**src/core/bcal_pkg.sv**
```systemverilog
// Function
// - weekday field bits 10-8, values 0-6
// - hours tens field bits 5-4, 0-2
// - hours ones field bits 3-0, 0-9
// - minutes tens field bits 14-12, 0-5
// - minutes ones field bits 11-8, 0-9
// - seconds tens field bits 6-4, 0-5
// - seconds ones field bits 3-0, 0-9
// - alarm month tens single bit 12
// - alarm month ones bits 11-8
// - alarm day tens bits 5-4, 0-3
// - alarm day ones bits 3-0
// - unimplemented bits read zero, ignore writes
// - protected value registers writable only when enabled
// - once a minute apply four times calibration
// - positive adds counts, negative subtracts counts
// - time values locked while write enable clear
// - minutes/seconds low write clears half flag
// - window pointer decrements per access, stops 00
package bcal_pkg;
  // register map, byte addresses on the avalon slave
  localparam int ADDR_W = 5;
  localparam logic [ADDR_W-1:0] OFF_CFG = 5'h00;
  localparam logic [ADDR_W-1:0] OFF_WIN = 5'h04;
  localparam logic [ADDR_W-1:0] OFF_WKHR = 5'h08;
  localparam logic [ADDR_W-1:0] OFF_MMSS = 5'h0C;
  localparam logic [ADDR_W-1:0] OFF_AMD = 5'h10;
  localparam logic [ADDR_W-1:0] OFF_AWKHR = 5'h14;
  localparam logic [ADDR_W-1:0] OFF_AMINSEC = 5'h18;
  // implemented bits of each value register
  localparam logic [15:0] WKHR_MASK = 16'h073F;
  localparam logic [15:0] MMSS_MASK = 16'h7F7F;
  localparam logic [15:0] AMD_MASK = 16'h1F3F;
  localparam logic [15:0] RESET_VAL = 16'h0000;
  // field positions
  localparam int WKDAY_MSB = 10;
  localparam int WKDAY_LSB = 8;
  localparam int HR_MSB = 5;
  localparam int MIN_MSB = 14;
  localparam int MIN_LSB = 8;
  localparam int SEC_MSB = 6;
  localparam int PAIR_LSB = 0;
  localparam logic [2:0] WKDAY_LAST = 3'h6;
  // config register layout
  localparam int CAL_W = 8;
  localparam int CAL_SHIFT = 2;
  localparam int CFG_PTR_LSB = 8;
  localparam int CFG_PTR_MSB = 9;
  localparam int CFG_HALF_BIT = 11;
  localparam int CFG_WREN_BIT = 13;
  localparam int CFG_EN_BIT = 15;
  localparam logic [1:0] PTR_MMSS = 2'h0;
  localparam logic [1:0] PTR_WKHR = 2'h1;
  // timekeeping prescaler, one second of 32768 counts
  localparam int PRESC_W = 17;
  localparam logic [PRESC_W-1:0] PRESC_LAST = 17'h07FFF;
  localparam logic [PRESC_W-1:0] PRESC_HALF = 17'h04000;
  // last value of seconds, minutes, hours pairs
  localparam int NPAIR = 3;
  localparam logic [NPAIR*8-1:0] PAIR_LAST = 24'h235959;
endpackage : bcal_pkg

```
**src/core/bcal_core.sv**
```systemverilog
// Implementation choices: the register offsets and the Avalon-MM interface to the registers.
`timescale 1ns/1ps
`default_nettype none
module bcal_core (
  input wire logic core_clk_i,
  input wire logic rst_n_i,
  input wire logic ce_i,
  input wire logic rtc_tick_i,
  input wire logic [bcal_pkg::ADDR_W-1:0] avs_address_i,
  input wire logic avs_read_i,
  input wire logic avs_write_i,
  input wire logic [31:0] avs_writedata_i,
  input wire logic [3:0] avs_byteenable_i,
  output logic [31:0] avs_readdata_o,
  output logic avs_waitrequest_o,
  output logic second_pulse_o
);
  import bcal_pkg::*;

  logic ack_reg;
  logic [31:0] rdata_reg;
  logic [15:0] rd_val;
  logic [15:0] wkhr_reg;
  logic [15:0] mmss_reg;
  logic [15:0] amd_reg;
  logic [15:0] awkhr_reg;
  logic [15:0] aminsec_reg;
  logic [CAL_W-1:0] cal_reg;
  logic [1:0] ptr_reg;
  logic wren_reg;
  logic en_reg;
  logic signed [PRESC_W-1:0] presc_reg;
  logic sec_pulse_reg;
  logic req;
  logic rd_go;
  logic wr_go;
  logic win_acc;
  logic we_wkhr;
  logic we_mmss;
  logic mmss_lo_wr;
  logic sec_tick;
  logic minute_end;
  logic half_flag;
  logic [PRESC_W-1:0] cal_adj;
  logic [7:0] pair_in [NPAIR];
  logic [7:0] pair_out [NPAIR];
  logic [NPAIR:0] carry;
  logic [2:0] wkday_next;
  logic [15:0] mmss_cnt;
  logic [15:0] wkhr_cnt;

  // merge byte lanes into a 16-bit register, unimplemented bits forced low
  function automatic logic [15:0] lane_merge(input logic [15:0] old_v, input logic [31:0] wd,
                                             input logic [3:0] be, input logic [15:0] mask);
    logic [15:0] v;
    v = old_v;
    if (be[0]) v[7:0] = wd[7:0];
    if (be[1]) v[15:8] = wd[15:8];
    return v & mask;
  endfunction : lane_merge

  // true when a taken access hits the given byte address
  function automatic logic hit(input logic go, input logic [ADDR_W-1:0] a, input logic [ADDR_W-1:0] off);
    return go && (a == off);
  endfunction : hit

  // bus handshake: one wait cycle, then the access is taken
  assign req = avs_read_i | avs_write_i;
  assign avs_waitrequest_o = req & ~ack_reg;
  assign rd_go = ce_i & avs_read_i & ack_reg;
  assign wr_go = ce_i & avs_write_i & ack_reg;
  assign avs_readdata_o = rdata_reg;
  assign second_pulse_o = sec_pulse_reg;

  always_ff @(posedge core_clk_i) begin
    if (!rst_n_i) begin
      ack_reg <= 1'b0;
    end else if (ce_i) begin
      ack_reg <= req & ~ack_reg;
    end
  end

  // write strobes; window follows the pointer, protected registers need enable
  assign win_acc = hit(rd_go | wr_go, avs_address_i, OFF_WIN);
  assign we_wkhr = wren_reg & (hit(wr_go, avs_address_i, OFF_WKHR) ||
                   (hit(wr_go, avs_address_i, OFF_WIN) && ptr_reg == PTR_WKHR));
  assign we_mmss = wren_reg & (hit(wr_go, avs_address_i, OFF_MMSS) ||
                   (hit(wr_go, avs_address_i, OFF_WIN) && ptr_reg == PTR_MMSS));
  // any minutes/seconds low-half write, direct or through the window, restarts the second, locked or not
  assign mmss_lo_wr = avs_byteenable_i[0] & (hit(wr_go, avs_address_i, OFF_MMSS) ||
                      (hit(wr_go, avs_address_i, OFF_WIN) && ptr_reg == PTR_MMSS));

  // prescaler: second ends at the last count, minute end loads calibration
  assign sec_tick = ce_i & en_reg & rtc_tick_i & (presc_reg == PRESC_LAST);
  assign minute_end = carry[1];
  assign cal_adj = {{(PRESC_W-CAL_W-CAL_SHIFT){cal_reg[CAL_W-1]}}, cal_reg, {CAL_SHIFT{1'b0}}};
  assign half_flag = ~presc_reg[PRESC_W-1] & (presc_reg >= PRESC_HALF);

  // a negative start stretches the next second, a positive one shortens it
  always_ff @(posedge core_clk_i) begin
    if (!rst_n_i) begin
      presc_reg <= '0;
    end else if (ce_i) begin
      if (mmss_lo_wr) begin
        presc_reg <= '0;
      end else if (sec_tick) begin
        presc_reg <= minute_end ? cal_adj : '0;
      end else if (en_reg && rtc_tick_i) begin
        presc_reg <= presc_reg + 17'h00001;
      end
    end
  end

  always_ff @(posedge core_clk_i) begin
    if (!rst_n_i) begin
      sec_pulse_reg <= 1'b0;
    end else if (ce_i) begin
      sec_pulse_reg <= sec_tick;
    end
  end

  // bcd counting chain seconds -> minutes -> hours -> weekday
  assign pair_in[0] = {1'b0, mmss_reg[SEC_MSB:PAIR_LSB]};
  assign pair_in[1] = {1'b0, mmss_reg[MIN_MSB:MIN_LSB]};
  assign pair_in[2] = {2'b00, wkhr_reg[HR_MSB:PAIR_LSB]};
  assign carry[0] = sec_tick;

  generate
    for (genvar i = 0; i < NPAIR; i++) begin : g_pair
      bcal_bcd_step u_step (
        .pair_i(pair_in[i]),
        .carry_i(carry[i]),
        .last_i(PAIR_LAST[i*8 +: 8]),
        .pair_o(pair_out[i]),
        .carry_o(carry[i+1])
      );
    end
  endgenerate

  // weekday wraps after six
  assign wkday_next = !carry[NPAIR] ? wkhr_reg[WKDAY_MSB:WKDAY_LSB] :
                      (wkhr_reg[WKDAY_MSB:WKDAY_LSB] >= WKDAY_LAST) ? 3'h0 :
                      wkhr_reg[WKDAY_MSB:WKDAY_LSB] + 3'h1;
  assign mmss_cnt = {1'b0, pair_out[1][6:0], 1'b0, pair_out[0][6:0]} & MMSS_MASK;
  assign wkhr_cnt = {5'h00, wkday_next, 2'b00, pair_out[2][5:0]} & WKHR_MASK;

  // software write beats the counting update in the same cycle
  always_ff @(posedge core_clk_i) begin
    if (!rst_n_i) begin
      mmss_reg <= RESET_VAL;
    end else if (ce_i) begin
      if (we_mmss) begin
        mmss_reg <= lane_merge(mmss_reg, avs_writedata_i, avs_byteenable_i, MMSS_MASK);
      end else if (sec_tick) begin
        mmss_reg <= mmss_cnt;
      end
    end
  end

  always_ff @(posedge core_clk_i) begin
    if (!rst_n_i) begin
      wkhr_reg <= RESET_VAL;
    end else if (ce_i) begin
      if (we_wkhr) begin
        wkhr_reg <= lane_merge(wkhr_reg, avs_writedata_i, avs_byteenable_i, WKHR_MASK);
      end else if (sec_tick) begin
        wkhr_reg <= wkhr_cnt;
      end
    end
  end

  // alarm values; month/day and weekday/hours share the time lock
  always_ff @(posedge core_clk_i) begin
    if (!rst_n_i) begin
      amd_reg <= RESET_VAL;
      awkhr_reg <= RESET_VAL;
      aminsec_reg <= RESET_VAL;
    end else if (ce_i) begin
      if (wren_reg && hit(wr_go, avs_address_i, OFF_AMD)) begin
        amd_reg <= lane_merge(amd_reg, avs_writedata_i, avs_byteenable_i, AMD_MASK);
      end
      if (wren_reg && hit(wr_go, avs_address_i, OFF_AWKHR)) begin
        awkhr_reg <= lane_merge(awkhr_reg, avs_writedata_i, avs_byteenable_i, WKHR_MASK);
      end
      if (hit(wr_go, avs_address_i, OFF_AMINSEC)) begin
        aminsec_reg <= lane_merge(aminsec_reg, avs_writedata_i, avs_byteenable_i, MMSS_MASK);
      end
    end
  end

  // config: calibration any time, run bit only while unlocked
  always_ff @(posedge core_clk_i) begin
    if (!rst_n_i) begin
      cal_reg <= '0;
      wren_reg <= 1'b0;
      en_reg <= 1'b0;
    end else if (ce_i && hit(wr_go, avs_address_i, OFF_CFG)) begin
      if (avs_byteenable_i[0]) cal_reg <= avs_writedata_i[CAL_W-1:0];
      if (avs_byteenable_i[1]) begin
        wren_reg <= avs_writedata_i[CFG_WREN_BIT];
        if (wren_reg) en_reg <= avs_writedata_i[CFG_EN_BIT];
      end
    end
  end

  // window pointer walks down per window access and sticks at zero
  always_ff @(posedge core_clk_i) begin
    if (!rst_n_i) begin
      ptr_reg <= 2'h0;
    end else if (ce_i) begin
      if (hit(wr_go, avs_address_i, OFF_CFG) && avs_byteenable_i[1]) begin
        ptr_reg <= avs_writedata_i[CFG_PTR_MSB:CFG_PTR_LSB];
      end else if (win_acc && ptr_reg != 2'h0) begin
        ptr_reg <= ptr_reg - 2'h1;
      end
    end
  end

  // read mux; unmapped addresses and window slots out of range read zero
  always_comb begin
    rd_val = 16'h0000;
    case (avs_address_i)
      OFF_CFG: begin
        rd_val[CAL_W-1:0] = cal_reg;
        rd_val[CFG_PTR_MSB:CFG_PTR_LSB] = ptr_reg;
        rd_val[CFG_HALF_BIT] = half_flag;
        rd_val[CFG_WREN_BIT] = wren_reg;
        rd_val[CFG_EN_BIT] = en_reg;
      end
      OFF_WIN: begin
        if (ptr_reg == PTR_MMSS) rd_val = mmss_reg;
        else if (ptr_reg == PTR_WKHR) rd_val = wkhr_reg;
        else rd_val = 16'h0000;
      end
      OFF_WKHR: rd_val = wkhr_reg;
      OFF_MMSS: rd_val = mmss_reg;
      OFF_AMD: rd_val = amd_reg;
      OFF_AWKHR: rd_val = awkhr_reg;
      OFF_AMINSEC: rd_val = aminsec_reg;
      default: rd_val = 16'h0000;
    endcase
  end

  // capture in the wait cycle so data stands at the accepting edge
  always_ff @(posedge core_clk_i) begin
    if (!rst_n_i) begin
      rdata_reg <= 32'h00000000;
    end else if (ce_i && avs_read_i && !ack_reg) begin
      rdata_reg <= {16'h0000, rd_val};
    end
  end
endmodule : bcal_core
`default_nettype wire

```
**src/core/bcal_bcd_step.sv**
```systemverilog
`timescale 1ns/1ps
`default_nettype none
module bcal_bcd_step (
  input wire logic [7:0] pair_i,
  input wire logic carry_i,
  input wire logic [7:0] last_i,
  output logic [7:0] pair_o,
  output logic carry_o
);
  // two-digit bcd increment with wrap to 00
  always_comb begin
    pair_o = pair_i;
    carry_o = 1'b0;
    if (carry_i) begin
      if (pair_i == last_i) begin
        pair_o = 8'h00;
        carry_o = 1'b1;
      end else if (pair_i[3:0] >= 4'h9) begin
        pair_o = {pair_i[7:4] + 4'h1, 4'h0};
      end else begin
        pair_o = {pair_i[7:4], pair_i[3:0] + 4'h1};
      end
    end
  end
endmodule : bcal_bcd_step
`default_nettype wire

```
**config.mk**
```make
export PLATFORM = sky130hd
export DESIGN_NAME = bcal_core
export DESIGN_NICKNAME = d
export VERILOG_FILES = /design/src/core/bcal_pkg.sv /design/src/core/bcal_core.sv /design/src/core/bcal_bcd_step.sv
export SDC_FILE = /design/constraint.sdc
export NUM_CORES = 1
export LEC_CHECK = 0
export BUFFER_PORTS_ARGS = -buffer_cell sky130_fd_sc_hd__buf_2
export CORE_AREA = 2 2 132 134
export DETAILED_ROUTE_END_ITERATION = 16
export DIE_AREA = 0 0 134 136
export GPL_ROUTABILITY_DRIVEN = 0
export RECOVER_POWER = 50
export SLEW_MARGIN = 20
export SYNTH_ARGS = -nofsm -noshare
export SYNTH_HDL_FRONTEND = slang
export SYNTH_SLANG_ARGS = --single-unit
```
**constraint.sdc**
```tcl
create_clock -name core_clk_i -period 4.19 [get_ports core_clk_i]
set_input_delay 0.2095 -clock core_clk_i [delete_from_list [all_inputs] [get_ports core_clk_i]]
set_output_delay 0.2095 -clock core_clk_i [all_outputs]
set_load 0.01 [all_outputs]
```
==> metrics.md <==
| Metric | Value |
|---|---|
| Pwr dens | `312 nW/µm²` |
| Layout cell share with drive strength beyond 1 | `9.78%` |
| Outcome | `finished, final reports clean` |
| Pin count of the biggest net entering global routing | `between 40 and 50` |
| Post-synth top area cell | `dfxtp_1` |
| Site Rows | `between 40 and 50` |
| Final cycle utilization of the critical path | `between 60% and 70%` |
| Commonest non-fill, non-tap cell in the layout | `dfxtp_1` |
| Final min period | `roughly 2.8 ns` |
| Critical-path top delay cell | `inv_1` |
| Seq/Total Area, Yosys | `a little over a third` |
| Fmax | `358 MHz` |
| TritonCTS Sinks | `between 100 and 150` |
| CP Launch Point | `rst_n_i` |
| Hold_buf cts | `0` |
| First-pass detailed-route iteration total | `5` |
| CP Buf/Inv Count | `2` |
| RSZ-0062 raised after global routing | `false` |
| Number of I/O pins | `between 80 and 90` |
| DRC | `0` |
| Crit Path Max Fanout | `between 40 and 50` |
| #FFs+latches synth | `around 100` |
| Sw power | `between 400 and 500 µW` |
| Critical Path AT | `between 3 and 4 ns` |
| Detailed placement HPWL | `approximately 12000 µm` |
| Sequential Power Share | `between 50% and 60%` |
| GR Overflow Total | `0` |
| Global-route wire length before repair | `approximately 26000 µm` |
| Post-route ant nets | `0` |
| Syn Std Cell Area | `between 5000 and 6000 µm²` |
| Kind of critical path | `in2reg` |
| Worst-path cell chain | `clkbuf_1 -> inv_1 -> a21oi_1 -> o21bai_1 -> a21o_1` |
| Reg2reg setup slack | `1.46 ns` |
| Die Y | `around 140 µm` |
| Fillers | `roughly 1700` |
| Final setup viols | `0` |
| TritonCTS clock tree | `yes` |
| Die area | `18200 µm²` |
| TritonCTS buffer count | `9` |
| Power Internal | `approximately 1.5 mW` |
| Most frequent cells in the layout | `dfxtp_1 (104), nor2_1 (69), mux2i_1 (52)` |
| Initial DRC Count | `about 470` |
| Final setup skew | `roughly 0.0083 ns` |
| Root buffer cell | `clkbuf_16` |
| GRT Total Usage | `between 10% and 20%` |
| Port buffer count | `46` |
| WP depth | `5` |
| H-tree levels | `3` |
| Setup crit end kind | `register` |
| Switching share of power | `around 24%` |
| Tightest Pin Transition | `roughly 1.4 ns` |
| Post-synth EDFFs | `0` |
| CP top delay family | `buffers and inverters` |
| Tot Pwr | `a little under 2 mW` |
| Maximum VDD drop | `about 0.17 mV` |
| Routed vias | `5081` |
| Most area-consuming cells after synthesis | `dfxtp_1 (36%), mux2i_1 (9.0%), nor2_1 (4.5%), ha_1 (4.1%), nand2_1 (3.0%)` |
| Clock power frac | `around 45%` |
| Final hold viol count | `0` |
| CP required | `around 4.5 ns` |
| Clock transition at path regs | `~0.07 ns` |
| Core area | `roughly 17000 µm²` |
| Detailed-route wire length | `roughly 16000 µm` |
| Synth top area share | `between 30% and 40%` |
| Max-cap violations | `0` |
| Setup TNS | `0 ns` |
| Class of the worst hold path | `in2reg` |
| Rel. slew slack | `just over 8%` |
| Comb power frac | `under 10%` |
| Reg2reg path depth | `7` |
| Crit start category | `input port` |
| Worst Setup EP | `presc_reg[11]$_SDFFE_PN0P_` |
| Top_reg_cell synth | `dfxtp_1` |
| Avg Cell Area, Syn | `approximately 8.7 µm²` |
| Clock Path Buffers | `2` |
| Synth warn | `0` |
| R2r startpoint | `ptr_reg[0]$_SDFFE_PN0P_` |
| Setup bufs post-CTS | `0` |
| Synth cell types | `roughly 70` |
| FFs w/ async S/R, synth | `0%` |
| Worst r2r dst | `avs_readdata_o[13]$_SDFFE_PN0P_` |
| Antenna cell count | `0` |
| Number of global-route vias before repair | `between 4000 and 5000` |
| Antenna violations before repair | `0` |
| Die X | `134 µm` |
| Vias/cell | `5.52` |
| Max Slew Vio Count | `0` |
| Synth-to-Final Area Change | `10.5%` |
| Nets@finish | `approximately 760` |
| Worst-Skew Late Latency | `~0.36 ns` |
| P_leak | `approximately 2.5 nW` |
| Initial Util | `between 30% and 40%` |
| Synth Instances | `about 660` |
| Average wire per standard cell | `~18 µm` |
| Max reg flops | `17` |
| CP peak stage delay | `~0.9 ns` |
| Hold slack | `between 0.09 and 0.1 ns` |
| Cts repair resizes | `0` |
[synthesized netlist by cell type, drive strengths merged (12+ instances only)]
cell type  instances
a22oi             12
a21oi             33
and3              17
clkbuf            23
mux2i             52
buf               28
nand3             28
inv               23
nor2              69
ha                19
dfxtp            104
o21ai             21
a22o              13
nand2             46
nand4             13
nor3              19
[logic make-up (layout without fill, tap and decap cells)]
kind of cell / after synthesis / after routing / synth area share, %
buffers and inverters: 75 / 91 / 6.52
AND/OR/NAND/NOR: 249 / 249 / 22.8
XOR/XNOR: 6 / 6 / 0.913
adder cells (fa/ha/maj): 19 / 19 / 4.13
other: 1 / 16 / 0.0652
flip-flops: 104 / 104 / 36.2
multiplexers: 54 / 54 / 9.43
AO/OA/AOI/OAI: 156 / 156 / 20.0
[how the worst min path moves through the flow]
stage	endpoint	startpoint	depth (start not counted)	slack (ns)
6_report	en_reg$_SDFFE_PN0P_	avs_writedata_i[15]	3	0.1
5_1_grt	en_reg$_SDFFE_PN0P_	avs_writedata_i[15]	3	0.12
3_3_place_gp	avs_readdata_o[15]$_SDFFE_PN0P_	avs_readdata_o[15]$_SDFFE_PN0P_	2	0.44
2_1_floorplan	amd_reg[0]$_SDFFE_PN0P_	avs_writedata_i[0]	2	0.35
4_1_cts	en_reg$_SDFFE_PN0P_	avs_writedata_i[15]	3	0.09
3_5_place_dp	avs_readdata_o[15]$_SDFFE_PN0P_	avs_readdata_o[15]$_SDFFE_PN0P_	2	0.45
[through the flow]
| step | worst slack (ns) | cell area, µm² | instances | util, % |
|---|---|---|---|---|
| 5_1_grt | 1.06 | 6360 | 920 | 37.7 |
| 6_report | 1.39 | 6360 | 920 | 37.7 |
| 2_1_floorplan | 2.09 | 5810 | 679 | - |
| 4_1_cts | 1.51 | 6380 | 920 | 37.8 |
| 3_3_place_gp | 1.42 | 6080 | 904 | 36.0 |
| 3_5_place_dp | 1.45 | 6080 | 904 | 36.0 |
[final cells by class]
| class | instances | area [µm²] | share of cell area, % |
|---|---|---|---|
| tap | 225 | 282 | 4.43 |
| clock inverter | 5 | 65.1 | 1.02 |
| inverter | 24 | 90.1 | 1.42 |
| timing repair buffer | 51 | 244 | 3.84 |
| clock buffer | 11 | 243 | 3.82 |
| sequential | 104 | 2080 | 32.7 |
| multi-input combinational | 500 | 3350 | 52.7 |
[power groups by stage]
| stage | clock (mW) | combinational (mW) | sequential, mW |
|---|---|---|---|
| after CTS | 0.908 | 0.0984 | 0.994 |
| final | 0.891 | 0.0971 | 0.994 |
| after global placement | 0 | 0.0982 | 1.02 |
| after floorplan | 0 | 0.0610 | 1.02 |
| after detailed placement | 0 | 0.0982 | 1.02 |
| after global routing | 0.943 | 0.107 | 0.994 |
[worst min-delay path, delay by kind of cell]
kind,cells,cell delay (ns)
AOI/OAI and AO/OA,1,0.05
buffers and inverters,1,0.09
and+or+nand+nor,1,0.05
[per-layer routing]
metal | routed length, µm | vias to the layer above | global-route usage [%]
li1 | - | 2488 | -
met1 | 7820 | 2455 | 25.1
met3 | 737 | 17 | 2.80
met2 | 7400 | 121 | 29.0
met5 | 0 | - | 0
met4 | 265 | 0 | 6.21
No activity file was read; power rests on OpenSTA's default activity.
